`config.mk`:
```
export PLATFORM = sky130hd
export DESIGN_NAME = sysbus_data_phase
export DESIGN_NICKNAME = d
export VERILOG_FILES = /design/src/hw/sysbus_data_pkg.sv /design/src/hw/data_fifo.sv /design/src/hw/sysbus_data_phase.sv
export SDC_FILE = /design/constraint.sdc
export NUM_CORES = 1
export LEC_CHECK = 0
export ABC_AREA = 1
export BUFFER_PORTS_ARGS = -buffer_cell sky130_fd_sc_hd__buf_2
export CORE_ASPECT_RATIO = 0.5
export CORE_MARGIN = 2
export CORE_UTILIZATION = 30
export DETAILED_ROUTE_END_ITERATION = 6
export GPL_ROUTABILITY_DRIVEN = 0
export GPL_TIMING_DRIVEN = 0
export PLACE_DENSITY = 0.45
export SLEW_MARGIN = 30
export SYNTH_ARGS = -nofsm -noshare
export SYNTH_HDL_FRONTEND = slang
export SYNTH_HIERARCHICAL = 1
export SYNTH_SLANG_ARGS = --single-unit
```
`constraint.sdc`:
```
create_clock -name CLOCK -period 5.7 [get_ports CLOCK]
set_input_delay 1.71 -clock CLOCK [delete_from_list [all_inputs] [get_ports CLOCK]]
set_output_delay 1.71 -clock CLOCK [all_outputs]
set_load 0.005 [all_outputs]
```
`src/hw/sysbus_data_pkg.sv`:
```
// Shared constants and types for the system bus data-phase block.
package sysbus_data_pkg;
  localparam int DATA_W = 64;
  localparam int CHECK_W = 8;
  localparam int FIFO_DEPTH = 16;
  localparam logic [1:0] SYNC_RESET = 2'h3;
  localparam logic ECC_ENABLE_RESET = 1'h0;
  localparam logic [7:0] GAP_COUNT_RESET = 8'h00;

  typedef enum logic [2:0] {
    IDLE = 3'h1,
    DRIVE = 3'h2,
    RELEASE = 3'h4
  } drive_state_t;

  // Check code over one data word: each check bit is the parity of one byte lane.
  function automatic logic [CHECK_W-1:0] check_code(input logic [DATA_W-1:0] d);
    logic [CHECK_W-1:0] c;
    c = '0;
    for (int i = 0; i < CHECK_W; i++) begin
      c[i] = ^d[i*8 +: 8];
    end
    return c;
  endfunction
endpackage

```
`src/hw/data_fifo.sv`:
```
// Synchronous FIFO with valid and ready on both sides.
module data_fifo #(
  parameter int WIDTH = 64,
  parameter int DEPTH = 16
) (
  input wire logic clk, // Clock.
  input wire logic rst_b, // Asynchronous reset, active low.
  input wire logic [WIDTH-1:0] in_data, // Write data.
  input wire logic in_valid, // Write request.
  output logic in_ready, // Room for one more word.
  output logic [WIDTH-1:0] out_data, // Head word, read from memory at the read pointer.
  output logic out_valid, // Head word is valid.
  input wire logic out_ready // Consumer takes the head word.
);
  localparam int AW = $clog2(DEPTH);
  logic [WIDTH-1:0] mem [DEPTH];
  logic [AW-1:0] wr_ptr;
  logic [AW-1:0] rd_ptr;
  logic [AW:0] count;
  logic push;
  logic pop;

  // There is no output register; out_data follows rd_ptr, so a pop shows the next word right after the edge.
  assign in_ready = (count != (AW+1)'(DEPTH));
  assign push = in_valid && in_ready;
  assign pop = out_valid && out_ready;
  assign out_valid = (count != '0);

  // Storage write.
  always_ff @(posedge clk) begin
    if (push) begin
      mem[wr_ptr] <= in_data;
    end
  end

  // Pointers and occupancy.
  always_ff @(posedge clk or negedge rst_b) begin
    if (!rst_b) begin
      wr_ptr <= '0;
      rd_ptr <= '0;
      count <= '0;
    end else begin
      if (push) begin
        wr_ptr <= (wr_ptr == AW'(DEPTH-1)) ? '0 : wr_ptr + AW'(1);
      end
      if (pop) begin
        rd_ptr <= (rd_ptr == AW'(DEPTH-1)) ? '0 : rd_ptr + AW'(1);
      end
      count <= count + (AW+1)'(push) - (AW+1)'(pop);
    end
  end

  // Head word is read from memory at the current read pointer.
  assign out_data = mem[rd_ptr];
endmodule

```
`src/hw/sysbus_data_phase.sv`:
```
// Data-phase engine of one agent on a shared multi-agent system bus.
// Functional notes
// Data path is 64 bits, all lines.
// Driver asserts data-valid on every transfer.
// Strobe may pause; capture only when asserted.
// Driver asserts bus-busy while using data bus.
// Take bus only after owner drops busy.
// Completion_postpone_n input marks out-of-order completion possible.
// Addressed memory or I/O agent normally defers.
// Check lines driven by the data driver.
// ECC enable captured at configuration, held.
// All signals active low, sampled on clock.
module sysbus_data_phase
  import sysbus_data_pkg::*;
#(
  parameter int WIDTH = DATA_W,
  parameter int DEPTH = FIFO_DEPTH
) (
  input wire logic CLOCK, // Bus clock.
  input wire logic RST_B, // Asynchronous reset, active low.
  input wire logic ECC_STRAP_N, // Power-on ECC choice, low enables.
  input wire logic [WIDTH-1:0] TX_DATA, // Outbound word.
  input wire logic TX_VALID, // Outbound word offered.
  output logic TX_READY, // Outbound FIFO has room.
  input wire logic TX_LAST, // Last word of this data phase.
  input wire logic TX_PAUSE, // Request an idle clock.
  input wire logic [WIDTH-1:0] DATA_N_IN, // Data lines as seen on the bus.
  output logic [WIDTH-1:0] DATA_N_OUT, // Data lines driven value.
  output logic DATA_N_OE, // Data line drive enable.
  input wire logic [CHECK_W-1:0] DATA_CHECK_BITS_N_IN, // Check lines as seen.
  output logic [CHECK_W-1:0] DATA_CHECK_BITS_N_OUT, // Check lines driven value.
  output logic DATA_CHECK_BITS_N_OE, // Check line drive enable.
  input wire logic DATA_VALID_STROBE_N_IN, // Strobe as seen.
  output logic DATA_VALID_STROBE_N_OUT, // Strobe driven value.
  output logic DATA_VALID_STROBE_N_OE, // Strobe drive enable.
  input wire logic DATA_BUS_IN_USE_N_IN, // Busy as seen.
  output logic DATA_BUS_IN_USE_N_OUT, // Busy driven value.
  output logic DATA_BUS_IN_USE_N_OE, // Busy drive enable.
  input wire logic COMPLETION_POSTPONE_N, // Completion_postpone_n input from addressed agent.
  output logic [WIDTH-1:0] RX_DATA, // Captured inbound word.
  output logic RX_VALID, // One-cycle pulse per captured word.
  output logic RX_CHECK_ERROR, // Pulse on check mismatch with ECC on.
  output logic DEFERRED, // Synchronised completion_postpone_n, inverted: high while the pin is low.
  output logic ECC_ON, // Held ECC enable.
  output logic BUS_OWNED // This agent holds the data bus.
);
  drive_state_t state;
  logic [1:0] busy_sync;
  logic [1:0] strobe_sync;
  logic [1:0] completion_postpone_n_sync;
  logic [1:0] strap_sync;
  logic [WIDTH-1:0] data_s1;
  logic [WIDTH-1:0] data_s2;
  logic [CHECK_W-1:0] check_s1;
  logic [CHECK_W-1:0] check_s2;
  logic [WIDTH-1:0] head_data;
  logic head_valid;
  logic head_take;
  logic [WIDTH:0] fifo_word;
  logic [WIDTH:0] head_word;
  logic last_seen;
  logic cfg_done;
  logic [1:0] cfg_wait;
  logic oe_s1;
  logic oe_s2;
  logic strobe_seen;

  assign fifo_word = {TX_LAST, TX_DATA};
  assign head_data = head_word[WIDTH-1:0];

  // Outbound words wait here so a stalled bus pushes back on the source.
  data_fifo #(
    .WIDTH(WIDTH + 1),
    .DEPTH(DEPTH)
  ) u_fifo (
    .clk(CLOCK),
    .rst_b(RST_B),
    .in_data(fifo_word),
    .in_valid(TX_VALID),
    .in_ready(TX_READY),
    .out_data(head_word),
    .out_valid(head_valid),
    .out_ready(head_take)
  );

  // Bus pins come from other agents; two flops before any logic looks.
  always_ff @(posedge CLOCK or negedge RST_B) begin
    if (!RST_B) begin
      busy_sync <= SYNC_RESET;
      strobe_sync <= SYNC_RESET;
      completion_postpone_n_sync <= SYNC_RESET;
      strap_sync <= SYNC_RESET;
      data_s1 <= '0;
      data_s2 <= '0;
      check_s1 <= '0;
      check_s2 <= '0;
      oe_s1 <= 1'h0;
      oe_s2 <= 1'h0;
    end else begin
      // Our own strobe enable, delayed to line up with the synchronised strobe pin.
      oe_s1 <= DATA_VALID_STROBE_N_OE;
      oe_s2 <= oe_s1;
      busy_sync <= {busy_sync[0], DATA_BUS_IN_USE_N_IN};
      strobe_sync <= {strobe_sync[0], DATA_VALID_STROBE_N_IN};
      completion_postpone_n_sync <= {completion_postpone_n_sync[0], COMPLETION_POSTPONE_N};
      strap_sync <= {strap_sync[0], ECC_STRAP_N};
      data_s1 <= DATA_N_IN;
      data_s2 <= data_s1;
      check_s1 <= DATA_CHECK_BITS_N_IN;
      check_s2 <= check_s1;
    end
  end

  // The ECC choice is latched once and held until the next reset.
  // Two clocks pass first, so the strap flops hold the pin and not their reset value.
  always_ff @(posedge CLOCK or negedge RST_B) begin
    if (!RST_B) begin
      cfg_wait <= 2'h0;
      cfg_done <= 1'h0;
      ECC_ON <= ECC_ENABLE_RESET;
    end else begin
      cfg_wait <= {cfg_wait[0], 1'h1};
      if (cfg_wait[1] && !cfg_done) begin
        cfg_done <= 1'h1;
        ECC_ON <= !strap_sync[1];
      end
    end
  end

  // Completion_postpone_n is only reported; ordering decisions belong to the transaction layer.
  always_ff @(posedge CLOCK or negedge RST_B) begin
    if (!RST_B) begin
      DEFERRED <= 1'h0;
    end else begin
      DEFERRED <= !completion_postpone_n_sync[1];
    end
  end

  // Pop the head each cycle the strobe goes out; pause inserts an idle clock.
  assign head_take = (state == DRIVE) && head_valid && !TX_PAUSE && !last_seen;

  // Ownership: start only once the bus reads idle, give it up after the last word.
  always_ff @(posedge CLOCK or negedge RST_B) begin
    if (!RST_B) begin
      state <= IDLE;
      last_seen <= 1'h0;
    end else begin
      unique case (state)
        IDLE: begin
          last_seen <= 1'h0;
          if (head_valid && busy_sync[1] && cfg_done) begin
            state <= DRIVE;
          end
        end
        DRIVE: begin
          if (head_take && head_word[WIDTH]) begin
            last_seen <= 1'h1;
          end
          if (last_seen) begin
            state <= RELEASE;
          end
        end
        RELEASE: begin
          // One cycle with busy dropped before we may claim again.
          state <= IDLE;
        end
      endcase
    end
  end

  // Driven pins; busy covers the whole data phase, strobe marks each word.
  always_ff @(posedge CLOCK or negedge RST_B) begin
    if (!RST_B) begin
      DATA_N_OUT <= '1;
      DATA_N_OE <= 1'h0;
      DATA_CHECK_BITS_N_OUT <= '1;
      DATA_CHECK_BITS_N_OE <= 1'h0;
      DATA_VALID_STROBE_N_OUT <= 1'h1;
      DATA_VALID_STROBE_N_OE <= 1'h0;
      DATA_BUS_IN_USE_N_OUT <= 1'h1;
      DATA_BUS_IN_USE_N_OE <= 1'h0;
      BUS_OWNED <= 1'h0;
    end else begin
      BUS_OWNED <= (state == DRIVE) && !last_seen;
      DATA_BUS_IN_USE_N_OE <= (state == DRIVE) && !last_seen;
      DATA_BUS_IN_USE_N_OUT <= !((state == DRIVE) && !last_seen);
      DATA_VALID_STROBE_N_OE <= (state == DRIVE) && !last_seen;
      DATA_VALID_STROBE_N_OUT <= !head_take;
      DATA_N_OE <= (state == DRIVE) && !last_seen;
      DATA_CHECK_BITS_N_OE <= (state == DRIVE) && !last_seen && ECC_ON;
      if (head_take) begin
        DATA_N_OUT <= ~head_data;
        DATA_CHECK_BITS_N_OUT <= ~check_code(head_data);
      end
    end
  end

  // Inbound capture: only on strobe cycles and only when another agent drives.
  // The enable is compared at the same pipeline depth as the pin, so our own words never echo back.
  assign strobe_seen = !strobe_sync[1] && !oe_s2;
  always_ff @(posedge CLOCK or negedge RST_B) begin
    if (!RST_B) begin
      RX_DATA <= '0;
      RX_VALID <= 1'h0;
      RX_CHECK_ERROR <= 1'h0;
    end else begin
      RX_VALID <= strobe_seen;
      RX_CHECK_ERROR <= strobe_seen && ECC_ON && (~check_s2 != check_code(~data_s2));
      if (strobe_seen) begin
        RX_DATA <= ~data_s2;
      end
    end
  end
endmodule

```
==> impl_metrics.json <==
{
  "cts_max_level": 4,
  "async_reset_ff_share_pct": 23.42,
  "fin_setup_tns_ns": 0,
  "postPlaceCellArea_sq_um": 63620,
  "seq_area_frac_synth_pct": 68.92,
  "post-route-period-util_pct": 64.27,
  "crit_arrival_ns": 4.32,
  "path_clk_slew_ns": 0.07,
  "cp-start-kind": "primary input",
  "path_class": "primary input to flop",
  "routed_wl_um": 162800,
  "maxClockFrequency_mhz": 273.0,
  "synthesis.nets": 5665,
  "fp.dieArea_sq_um": 193700,
  "ctsLongestPathBuffers": 4,
  "cts-root-buf": "clkbuf_16",
  "post_drt_wl_per_cell_um": 18.81,
  "drt_iter0_markers": 2597,
  "drtPass1Iterations": 5,
  "setup_violations": 0,
  "synth_cell_types": 33,
  "combPwrFrac_pct": 36.1,
  "status": "complete, no violations",
  "grt_pass1_wl_um": 238200,
  "core_sq_um": 189300,
  "cp_max_fo": 6,
  "worstSkewPairLatency_ns": 0.78,
  "route.vias.total": 37430,
  "routed-wl-met2_um": 74000,
  "synth_area_per_cell_sq_um": 10.35,
  "max_cap_viol_count": 0,
  "start_util_pct": 30.11,
  "met3WireLength_um": 9047,
  "die_h_um": 312.2,
  "area_growth_pct": 19.66,
  "period_minus_slack_ns": 3.663,
  "place_ws_ns": 1.265,
  "cts-resized-gates": 0,
  "port_buffers": 292,
  "pwr_density_cell_nw_per_um2": 501.7,
  "synth_area_sq_um": 57010,
  "rsz0062_at_grt": "false",
  "hp-class": "flop to flop",
  "drc": 0,
  "rows": 113,
  "antenna_found_initial": 29,
  "final_nets": 6170,
  "slew_violations": 0,
  "hold_viol_final": 0,
  "p_int_mw": 21.49,
  "antenna_left": 0,
  "synth_edf_count": 1040,
  "skew_ns": 0.04927,
  "cts_sinks": 1358,
  "post-route-cell-area_sq_um": 68220,
  "cts_tree": "done",
  "ys_warn_count": 6,
  "cts-hold-fix-buffers": 0,
  "grt_usage_pct": 16.65,
  "grt_pass1_vias": 35640,
  "grt-ovfl-total": 0,
  "synth_flop_cell": "edfxtp_1",
  "clkPwrFrac_pct": 27.4,
  "power.switching_mw": 12.73,
  "grt_max_degree": 73,
  "hold_ws_ns": 0.3441,
  "cts_buffers": 143,
  "dr.max_layer_used": "met5",
  "ys_ff_latch": 1358,
  "postCtsSetupBuffers": 0,
  "die_x_um": 620.5,
  "layout_commonest_cell": "nand2_1",
  "slew_headroom_pct": 33.22,
  "n_fill_cell": 18710,
  "vias_per_cell": 4.325,
  "setup_slack_ns": 2.037,
  "synth_cells": 5508,
  "worst_pin_slew_ns": 1.002,
  "p_leak_nw": 30.39,
  "place_hpwl_um": 111400,
  "m1WireLength_um": 74030,
  "swShare_pct": 37.20,
  "crit_required_ns": 6.36,
  "drive_gt1_share_pct": 14.13,
  "mostFrequentLayoutCells": "nand2_1, inv_1, edfxtp_1",
  "cp-end-kind": "flop",
  "io-pin-count": 293,
  "p_seq_share_pct": 36.4,
  "max-vdd-ir-drop_mv": 0.4007
}
[routing by layer]
metal	track usage (%)	vias up
li1	-	18400
met1	22.77	17880
met2	26.76	829
met3	2.923	293
met4	5.519	24
met5	0	-
[worst max-delay path, stage by stage]
cell     delay, ns
buf_2         0.11
nor3_4        0.20
nand2_1       0.33
inv_1         0.51
ha_1          0.33
inv_1         0.06
ha_1          0.15
inv_1         0.06
fa_1          0.43
o21ai_0       0.18
a21oi_1       0.10
xor2_1        0.14
[power groups by stage]
stage / logic [mW] / clock network, mW / registers, mW
floorplan: 7.15 / 0 / 12.7
global placement: 12.0 / 0 / 12.8
detailed placement: 12.6 / 0 / 12.7
CTS: 12.6 / 9.67 / 12.5
global route: 13.6 / 10.1 / 12.6
finish: 12.4 / 9.39 / 12.5
[synthesized netlist by cell type, types with 2 or more instances]
library cell / number / area share [%]
buf_2: 131 / 1.2
xor2_1: 18 / 0.28
nand3b_1: 4 / 0.053
buf_1: 6 / 0.040
ha_1: 11 / 0.24
o21ai_0: 42 / 0.37
dfrtp_1: 235 / 10
nor2_1: 101 / 0.67
dfstp_2: 83 / 3.8
inv_4: 2 / 0.022
nand3_1: 679 / 6.0
clkbuf_1: 50 / 0.33
inv_1: 1069 / 7.0
buf_6: 31 / 0.61
buf_4: 22 / 0.29
nand2_1: 1800 / 12
edfxtp_1: 1040 / 55
nand4_1: 3 / 0.033
o21ai_2: 14 / 0.22
inv_2: 3 / 0.020
xnor2_1: 61 / 0.94
o21ai_1: 26 / 0.23
a21oi_1: 67 / 0.59
[final timing paths]
kind / from / to / slack [ns] / cells after the start
setup / recovery: TX_PAUSE / u_fifo/count[4] / 2.04 / 12
hold / removal: data_s1[1] / data_s2[1] / 0.34 / 0
setup reg to reg: u_fifo/rd_ptr[0] / DATA_CHECK_BITS_N_OUT[5] / 2.05 / 12
hold reg to reg: data_s1[1] / data_s2[1] / 0.34 / 0
max in group asynchronous: RST_B / DATA_CHECK_BITS_N_OUT[0] / 3.63 / 3
min in group asynchronous: RST_B / RX_DATA[35] / 0.87 / 1
[layout make-up]
cell class | instances | area, sq um | share of cell area (%)
diodes | 7 | 17.52 | 0.02568
plain buffers | 240 | 1381 | 2.025
clock buffers | 188 | 3943 | 5.780
clock inverters | 60 | 633.1 | 0.9281
inverters | 1075 | 4040 | 5.923
multi-input cells | 2835 | 12420 | 18.21
flip-flops and latches | 1358 | 39290 | 57.60
well taps | 2530 | 3166 | 4.641
repair buffers | 360 | 3321 | 4.868
[stage by stage]
step	instances	utilization [%]	power [mW]
final	8653	36.03	34.22
after global routing	8649	36.03	36.29
after CTS	8646	36.02	34.78
after detailed placement	8398	33.61	25.27
after global placement	8330	32.56	24.81
after floorplan	5508	-	19.88
[kinds of logic after synthesis]
group | count (synthesis) | share of synthesized area, %
and+or+nand+nor | 2593 | 18.66
buffers and inverters | 1315 | 9.508
other | 1 | 0.006578
AOI/OAI and AO/OA | 150 | 1.411
DFF | 1358 | 68.92
xor gates and xnor gates | 79 | 1.214
adders and majority gates | 12 | 0.2765
[sequential cells by signal, indices dropped and copies added, names as in the netlist, 2 cells and up]
register	cells
check_s2	8
completion_postpone_n_sync	2
u_fifo/wr_ptr	4
check_s1	8
DATA_N_OUT	64
data_s1	64
strobe_sync	2
busy_sync	2
state	3
u_fifo/mem	1040
DATA_CHECK_BITS_N_OUT	8
u_fifo/count	5
RX_DATA	64
data_s2	64
u_fifo/rd_ptr	4
cfg_wait	2
strap_sync	2
Power figures use the tool's default switching activity.
